--- src/lse_pkg.sv ---
/*
 * constants and state type for the light sensor enable and timing core.
 * assumes a 40 MHz core clock and a byte-wide register port.
 */
`default_nettype none
package lse_pkg;
	// register offsets
	localparam logic [7:0] ADDR_ENABLE = 8'h80;
	localparam logic [7:0] ADDR_INTEG_LEN = 8'h81;
	localparam logic [7:0] ADDR_WAIT_LEN = 8'h83;
	localparam logic [7:0] ADDR_LTHR_LO = 8'h84;
	localparam logic [7:0] ADDR_LTHR_HI = 8'h85;
	// enable register fields
	localparam int BIT_POWER_UP = 0;
	localparam int BIT_MEASURE = 1;
	localparam int BIT_WAIT_EN = 3;
	// reset values
	localparam logic [7:0] ENABLE_RST = 8'h00;
	localparam logic [7:0] INTEG_LEN_RST = 8'h00;
	localparam logic [7:0] WAIT_LEN_RST = 8'h00;
	localparam logic [7:0] LTHR_RST = 8'h00;
	localparam logic [7:0] TERMINAL_COUNT = 8'h00;
	// timing: core clock down to the rc rate, then to the integration clock
	localparam int MCLK_KHZ = 40000;
	localparam int RC_KHZ = 8000;
	localparam int RC_DIV = MCLK_KHZ / RC_KHZ;
	localparam int INTEG_DIV = 11;
	localparam int TICK_CYCLES = RC_DIV * INTEG_DIV;
	localparam int STEP_TICKS = 2048;
	localparam int STRETCH_FACTOR = 12;
	typedef enum logic [1:0] {
		ST_SLEEP = 2'b00,
		ST_IDLE = 2'b01,
		ST_INTEG = 2'b10,
		ST_WAIT = 2'b11
	} lse_state_t;
endpackage : lse_pkg
`default_nettype wire

--- src/lse_core.sv ---
/*
 * light sensor enable register, integration and wait timers, low threshold.
 * assumes the serial-bus slave turns host accesses into single-cycle
 * register strobes and the converter gives a visible result with a valid.
 */
`timescale 1ns/1ps
`default_nettype none
// Notes on behaviour
// - oscillator and converters on only with power-up
// - measure enable bit runs light measurement
// - wait enable bit inserts wait period
// - integration down counter ends at zero
// - integration lasts length plus one steps
// - integration clock is rc rate over eleven
// - one step is 2048 integration clocks
// - wait down counter lasts length plus one
// - wait stretch multiplies wait by twelve
// - visible result compared below 16-bit threshold
// - low byte register is threshold bits 7:0
// - measure then wait repeats while enabled
// - sleep after reset and on power-down
// - low byte buffered, latched on high write
module lse_core #(
	parameter int STEP_TICKS = lse_pkg::STEP_TICKS
) (
	// clock and reset
	input wire logic mclk_in,
	input wire logic nrst_in,
	// register port
	input wire logic [7:0] reg_addr_in,
	input wire logic reg_wr_in,
	input wire logic reg_rd_in,
	input wire logic [7:0] reg_wdata_in,
	output logic [7:0] reg_rdata_out,
	// configuration and converter
	input wire logic wait_stretch_in,
	input wire logic vis_valid_in,
	input wire logic [15:0] vis_result_in,
	// status
	output logic osc_enable_out,
	output logic conv_enable_out,
	output logic integ_done_out,
	output logic below_low_out,
	output logic [1:0] state_out
);
	logic [7:0] enable_q;
	logic [7:0] integ_len_q;
	logic [7:0] wait_len_q;
	logic [7:0] lthr_lo_q;
	logic [7:0] lthr_hi_q;
	logic [15:0] lthr_q;
	logic [7:0] rdata_q;
	logic below_q;
	logic done_q;
	lse_pkg::lse_state_t state_q, state_d;
	logic [7:0] per_q, per_d;
	logic [3:0] str_q, str_d;
	logic done_d;
	logic [5:0] tick_q;
	logic [11:0] step_q;
	logic tick, step_end, running, power_up, measure, wait_en;

	assign power_up = enable_q[lse_pkg::BIT_POWER_UP];
	assign measure = enable_q[lse_pkg::BIT_MEASURE];
	assign wait_en = enable_q[lse_pkg::BIT_WAIT_EN];

	// register writes
	always_ff @(posedge mclk_in) begin
		if (!nrst_in) begin
			enable_q <= lse_pkg::ENABLE_RST;
			integ_len_q <= lse_pkg::INTEG_LEN_RST;
			wait_len_q <= lse_pkg::WAIT_LEN_RST;
			lthr_lo_q <= lse_pkg::LTHR_RST;
			lthr_hi_q <= lse_pkg::LTHR_RST;
			lthr_q <= {lse_pkg::LTHR_RST, lse_pkg::LTHR_RST};
		end else if (reg_wr_in) begin
			case (reg_addr_in)
				lse_pkg::ADDR_ENABLE: enable_q <= reg_wdata_in;
				lse_pkg::ADDR_INTEG_LEN: integ_len_q <= reg_wdata_in;
				lse_pkg::ADDR_WAIT_LEN: wait_len_q <= reg_wdata_in;
				lse_pkg::ADDR_LTHR_LO: lthr_lo_q <= reg_wdata_in;
				lse_pkg::ADDR_LTHR_HI: begin
					lthr_hi_q <= reg_wdata_in;
					lthr_q <= {reg_wdata_in, lthr_lo_q};
				end
				default: ;
			endcase
		end
	end

	// register reads, unmapped offsets answer zero
	always_ff @(posedge mclk_in) begin
		if (!nrst_in) begin
			rdata_q <= 8'h00;
		end else if (reg_rd_in) begin
			case (reg_addr_in)
				lse_pkg::ADDR_ENABLE: rdata_q <= enable_q;
				lse_pkg::ADDR_INTEG_LEN: rdata_q <= integ_len_q;
				lse_pkg::ADDR_WAIT_LEN: rdata_q <= wait_len_q;
				lse_pkg::ADDR_LTHR_LO: rdata_q <= lthr_lo_q;
				lse_pkg::ADDR_LTHR_HI: rdata_q <= lthr_hi_q;
				default: rdata_q <= 8'h00;
			endcase
		end
	end

	// integration clock enable and step counter run only while timing
	assign running = (state_q == lse_pkg::ST_INTEG) || (state_q == lse_pkg::ST_WAIT);
	assign tick = running && (tick_q == 6'(lse_pkg::TICK_CYCLES - 1));
	assign step_end = tick && (step_q == 12'(STEP_TICKS - 1));

	always_ff @(posedge mclk_in) begin
		if (!nrst_in || !running || state_d == lse_pkg::ST_IDLE
				|| state_d == lse_pkg::ST_SLEEP) begin
			tick_q <= 6'h00;
			step_q <= 12'h000;
		end else begin
			tick_q <= tick ? 6'h00 : tick_q + 6'h01;
			if (tick) begin
				step_q <= step_end ? 12'h000 : step_q + 12'h001;
			end
		end
	end

	// measure and wait sequencing
	always_comb begin
		state_d = state_q;
		per_d = per_q;
		str_d = str_q;
		done_d = 1'b0;
		case (state_q)
			lse_pkg::ST_SLEEP: begin
				if (power_up) begin
					state_d = lse_pkg::ST_IDLE;
				end
			end
			lse_pkg::ST_IDLE: begin
				if (measure) begin
					state_d = lse_pkg::ST_INTEG;
					per_d = integ_len_q;
				end
			end
			lse_pkg::ST_INTEG: begin
				if (!measure) begin
					state_d = lse_pkg::ST_IDLE;
				end else if (step_end) begin
					if (per_q == lse_pkg::TERMINAL_COUNT) begin
						done_d = 1'b1;
						str_d = 4'h0;
						if (wait_en) begin
							state_d = lse_pkg::ST_WAIT;
							per_d = wait_len_q;
						end else begin
							per_d = integ_len_q;
						end
					end else begin
						per_d = per_q - 8'h01;
					end
				end
			end
			lse_pkg::ST_WAIT: begin
				if (!measure) begin
					state_d = lse_pkg::ST_IDLE;
				end else if (step_end) begin
					if (wait_stretch_in && str_q != 4'(lse_pkg::STRETCH_FACTOR - 1)) begin
						str_d = str_q + 4'h1;
					end else begin
						str_d = 4'h0;
						if (per_q == lse_pkg::TERMINAL_COUNT) begin
							state_d = lse_pkg::ST_INTEG;
							per_d = integ_len_q;
						end else begin
							per_d = per_q - 8'h01;
						end
					end
				end
			end
			default: state_d = lse_pkg::ST_SLEEP;
		endcase
		if (!power_up) begin
			state_d = lse_pkg::ST_SLEEP;
		end
	end

	always_ff @(posedge mclk_in) begin
		if (!nrst_in) begin
			state_q <= lse_pkg::ST_SLEEP;
			per_q <= lse_pkg::TERMINAL_COUNT;
			str_q <= 4'h0;
			done_q <= 1'b0;
		end else begin
			state_q <= state_d;
			per_q <= per_d;
			str_q <= str_d;
			done_q <= done_d;
		end
	end

	// low threshold comparison on each visible result
	always_ff @(posedge mclk_in) begin
		if (!nrst_in) begin
			below_q <= 1'b0;
		end else if (vis_valid_in) begin
			below_q <= vis_result_in < lthr_q;
		end
	end

	assign reg_rdata_out = rdata_q;
	assign osc_enable_out = (state_q != lse_pkg::ST_SLEEP);
	assign conv_enable_out = (state_q == lse_pkg::ST_INTEG);
	assign integ_done_out = done_q;
	assign below_low_out = below_q;
	assign state_out = state_q;
endmodule : lse_core
`default_nettype wire

--- config.mk ---
export PLATFORM = sky130hd
export DESIGN_NAME = lse_core
export DESIGN_NICKNAME = d
export VERILOG_FILES = /design/src/lse_pkg.sv /design/src/lse_core.sv
export SDC_FILE = /design/constraint.sdc
export NUM_CORES = 1
export LEC_CHECK = 0
export ABC_AREA = 1
export BUFFER_PORTS_ARGS = -buffer_cell sky130_fd_sc_hd__buf_4
export CORE_MARGIN = 2
export CORE_UTILIZATION = 40
export CTS_CLUSTER_SIZE = 25
export DETAILED_ROUTE_END_ITERATION = 12
export SETUP_SLACK_MARGIN = 0.02
export SYNTH_ARGS = -nofsm -noshare
export SYNTH_HDL_FRONTEND = slang
export SYNTH_SLANG_ARGS = --single-unit
--- constraint.sdc ---
create_clock -name mclk_in -period 1.55 [get_ports mclk_in]
set_input_delay 0.31 -clock mclk_in [delete_from_list [all_inputs] [get_ports mclk_in]]
set_output_delay 0.31 -clock mclk_in [all_outputs]
set_load 0.01 [all_outputs]
# Word-level counts from Yosys, hierarchy flattened
# Index checks and enable logic that the tools add are counted.
dict set report totals {
  reg_bits 98
}
dict set report op_classes {
  mux 31
  n_eq_ne 19
  n_addsub 4
  order_cmp 1
  reduce_logical 24
}
# cell n
set op_table {}
lappend op_table {{$mux 8} 9}
lappend op_table {{$eq 8x8->1 const B} 5}
lappend op_table {{$pmux 8 s5} 1}
lappend op_table {{$mux 4} 6}
lappend op_table {{$pmux 8 s3} 1}
lappend op_table {{$mux 2} 10}
lappend op_table {{$lt 16x16->1} 1}
lappend op_table {{$add 12x1->12 const B} 1}
lappend op_table {{$eq 12x11->1 const B} 1}
lappend op_table {{$mux 12} 1}
lappend op_table {{$reduce_and 2->1} 5}
lappend op_table {{$logic_not 8->1} 1}
lappend op_table {{$ne 2x2->1 const B} 4}
lappend op_table {{$pmux 2 s4} 1}
lappend op_table {{$pmux 4 s2} 1}
lappend op_table {{$sub 8x1->8 const B} 1}
lappend op_table {{$reduce_and 7->1} 1}
lappend op_table {{$add 6x1->6 const B} 1}
lappend op_table {{$eq 6x6->1 const B} 1}
lappend op_table {{$ne 2x1->1 const B} 3}
lappend op_table {{$reduce_and 6->1} 1}
lappend op_table {{$add 4x1->4 const B} 1}
lappend op_table {{$eq 2x1->1 const B} 2}
lappend op_table {{$eq 2x2->1 const B} 2}
lappend op_table {{10 further kinds} 18}

# Logic depth before layout (Yosys ltp)
dict set report depth {
  depth_word 12
  depth_mapped 14
  ltp_nobuf 14
}

# Least setup slack after synthesis
# OpenSTA, ideal clock, no wires.
dict set report synth_path {
  path_type {reg-to-reg}
  start {register tick_q[0]}
  end {register per_q[0]}
  t_arrival_ns 1.438
  slack_ns -0.001
  path_stages_with_launch 15
  setup_ns 0.113
  t_required_ns 1.437
  path_cell_list {dfxtp_1 > inv_1 > ha_1 > inv_1 > nor2_1 > nand2_2 > clkinv_1 > nand2_1 > nand2_1 > nand3_1 > inv_1 > nand2_2 > nand2_1 > nand2_1 > nor2_1}
}
dict set report synth_between {
  elab_chain_cells 5
  elab_cells_between_ends 6
}
# item line
set synth_lines {}
lappend synth_lines {{start, declared} lse_core.sv:59} ;# logic [5:0] tick_q;
lappend synth_lines {{start signal, assigned} lse_core.sv:118} ;# tick_q <= tick ? 6'h00 : tick_q + 6'h01;
lappend synth_lines {{$eq 6x6->1 *} lse_core.sv:109} ;# assign tick = running && (tick_q == 6'(lse_pkg::TICK_CYCLES - 1));
lappend synth_lines {{$logic_and 1x1->1 *} lse_core.sv:109}
lappend synth_lines {{$logic_and 1x1->1 *} lse_core.sv:110} ;# assign step_end = tick && (step_q == 12'(STEP_TICKS - 1));
lappend synth_lines {{$ne 2x2->1 (no line) or $ne 2x1->1 (tied branches)} n/a}
lappend synth_lines {{$reduce_and 7->1 (no line) *} n/a}
lappend synth_lines {{end signal, assigned} lse_core.sv:188} ;# per_q <= lse_pkg::TERMINAL_COUNT;
lappend synth_lines {{end signal, assigned} lse_core.sv:193} ;# per_q <= per_d;
lappend synth_lines {{end, declared} lse_core.sv:56} ;# logic [7:0] per_q, per_d;
# Every way passes the cells marked *; elsewhere a longest branch is shown, timed or not.
# A chain may end at the register's enable or synchronous reset.

# Worst setup path after layout
dict set report layout_path {
  start {register tick_q[0]}
  end {register per_q[2]}
}
# The elaborated chain is that of the path after synthesis.

==> qor.yml <==
root_buffer: "clkbuf_16"
grt-ovfl-total: 0
grt_pass1_wl_mm: 21.0
row_count: 39
coreArea_um2: 11500
final_min_period_over_clock_period_pct: 102
gp_congestion: 0.842
final_cells: 943
start_kind: "flop"
ctsHoldBuffers: 0
ant_nets: 0
dieHeight_um: 113
fillers: 1122
drive_gt1_share_pct: 25.3
max_stage_delay_ns: 0.32
cp_data_required_time_ns: 1.79
yosysUniqueCellTypes: 36
pin_count: 52
power_density_nw_per_um2: 774
grt_pass1_vias: 4587
clock_path_buffers: 2
critPathTopFamily: "simple AND/OR/NAND/NOR gates"
cp_max_fo: 6
hold_violations: 0
power.leakage_uw: 0.00258
r2r-start: "tick_q[0]"
grt_max_degree: 68
syn_to_final_growth_pct: 31.8
dieArea_um2: 12800
cts.clk_slew.worst_paths_ns: 0.06
clock_latency_ns: 0.35
crit_path_start: "tick_q[0]"
worstMarginPinSlew_ns: 0.255
yosys_warnings: 0
grt_busiest_layer: "met2"
antenna_cells: 0
crit_arrival_ns: 1.82
cts_tree: "yes"
synth_nets: 757
hold_path_startpoint: "vis_valid_in"
drt_iter0_drc: 291
outcome: "complete, but fails checks"
start_util_pct: 41.4
syn_inst: 698
crit_path_end_kind: "flop"
grt_usage_pct: 20.4
viasPerCell: 5.05
wl_per_cell_um: 13.6
grt_use_met1_pct: 26.3
utilization_pct: 54.5
syn_avg_cell_area_um2: 6.83
rsz0062_at_grt: "yes"
synth-seq-cells: 90
ir_worst_vdd_v: 0.000494
min_period_ns: 1.58
syn_area_um2: 4770
path_buf_inv: 3
crit_chain: "inv_2 > ha_4 > inv_2 > nor2_4 > nand2_4 > inv_4 > nand2_4 > nand2_4 > nand3b_1 > nor2_4 > nand2_1 > nand2_1 > nor2_1"
slew_headroom_pct: 83.0
setup_viol: 4
drv_slew: 0
cts_buffers: 9
vias: 4765
layout.nets: 856
crit_type: "flop to flop"
cts_sinks: 90
totalWireLength_mm: 12.8
grt_use_met2_pct: 34.7
fmax_ghz: 0.633
crit_top_cell: "nand2_4"
skew_ns: 0.00986
die_w_um: 113
yosysSeqAreaShare_pct: 37.8
slowest_stage: "dfxtp_2"
worst_slack_ns: -0.0285
post-place-cells: 923
antenna_found_initial: 0
ctsHtreeMaxLevel: 3
met3_usage_pct: 3.37
hold_path.class: "input pin to flop"
io_buffers: 51
drc_errors: 3
maxCapViolations: 0
firstDrtPassIters: 8
violations: "DRC, setup timing"
dp_hpwl_mm: 9.51
==> cells in the mapped netlist (all sizes together) <==
cell / instances / area share, %
nor3b: 2 / 0.31
nor4: 1 / 0.45
nand2: 123 / 10
o21a: 1 / 0.16
nand4: 7 / 1.0
buf: 9 / 1.0
xnor2: 5 / 0.92
o21ai: 95 / 10
o221ai: 1 / 0.18
o22ai: 3 / 0.39
nand3: 49 / 5.2
nor3: 12 / 1.5
ha: 21 / 5.5
nor2: 82 / 7.1
a211oi: 1 / 0.16
o21bai: 1 / 0.16
clkinv: 1 / 0.079
nand3b: 2 / 0.31
inv: 99 / 7.8
o211ai: 1 / 0.16
or2: 1 / 0.13
clkbuf: 10 / 0.79
dfxtp: 90 / 38
xor2: 4 / 0.73
o31ai: 1 / 0.16
a21oi: 76 / 8.0
==> worst paths after layout <==
path / end / slack, ns / cells past startpoint
setup / recovery: per_q[2] / -0.03 / 13
hold / removal: below_low_out / 0.23 / 4
setup reg to reg: per_q[2] / -0.03 / 13
hold reg to reg: enable_q[2] / 0.46 / 2
==> registers in the layout, indices dropped and copies added (netlist names) <==
name / count
lthr_q: 8
enable_q: 8
per_q: 8
integ_len_q: 8
wait_len_q: 8
lthr_hi_q: 8
below_low_out: 1
state_out: 2
integ_done_out: 1
lthr_lo_q: 8
step_q: 12
reg_rdata_out: 8
tick_q: 6
str_q: 4
==> timing repair <==
| action | in CTS | in global routing |
|---|---|---|
| resized for setup | 47 | 48 |
| pin swaps | 17 | 25 |
| setup endpoints to repair | 25 | 30 |
| buffers inserted | 1 | 3 |
| hold endpoints to repair | 0 | 0 |
| cloned | 1 | 1 |
==> metrics by stage <==
stage | hold WS (ns) | instance area (um2) | power [uW] | worst slack, ns | TNS (ns)
global route | 0.255 | 6280 | 5020 | -0.146 | -1.77
CTS | 0.225 | 6100 | 4880 | -0.0162 | -0.0297
floorplan | 0.419 | 4770 | 2530 | 0.0245 | 0
global placement | 0.435 | 5650 | 2680 | -0.0911 | -1.23
finish | 0.228 | 6280 | 4860 | -0.0285 | -0.0841
detailed placement | 0.443 | 5650 | 2680 | -0.118 | -2.74
==> metal layers <==
metal / part of all wire, % / vias up
met5: 0 / -
met4: 1.4 / 0
met3: 3.4 / 13
met2: 48 / 67
met1: 47 / 2195
li1: - / 2490
==> area by class of cell <==
| type | count | area (um2) | area share, % |
|---|---|---|---|
| clock inverter | 2 | 37.5 | 0.598 |
| timing repair buffer | 105 | 836 | 13.3 |
| clock buffer | 12 | 256 | 4.08 |
| tap | 143 | 179 | 2.85 |
| timing repair inverter | 1 | 5.00 | 0.0797 |
| inverter | 100 | 388 | 6.18 |
| sequential | 90 | 1810 | 28.9 |
| multi-input combinational | 490 | 2770 | 44.0 |
==> placed cells by master, fill, tap and decap left out, types with 9 or more instances in the layout <==
cell type / netlist / routed
a21oi_1: 76 / 73
buf_4: 2 / 97
clkbuf_16: 0 / 9
dfxtp_1: 90 / 81
dfxtp_2: 0 / 9
ha_1: 21 / 16
inv_1: 96 / 86
inv_2: 3 / 10
nand2_1: 117 / 107
nand2_2: 6 / 10
nand3_1: 48 / 41
nor2_1: 74 / 65
nor2_4: 2 / 10
o21ai_0: 94 / 90
==> cells by family after synthesis <==
| kind of cell | Yosys count | share of synthesized area [%] |
|---|---|---|
| flip-flops | 90 | 37.8 |
| adder cells (fa/ha/maj) | 21 | 5.51 |
| AO/OA/AOI/OAI | 180 | 19.3 |
| AND/OR/NAND/NOR | 279 | 26.1 |
| XOR/XNOR | 9 | 1.65 |
| buffers and inverters | 119 | 9.66 |
==> tightest hold or removal path, stage by stage <==
cell     delay (ns)
buf_4          0.08
inv_1          0.03
nand2_1        0.04
a21oi_1        0.06
==> power breakdown <==
group / switching, uW / internal [uW]
sequential: 9.10 / 2330
clock: 896 / 1320
combinational: 164 / 143
(Power assumes the default switching activity.)
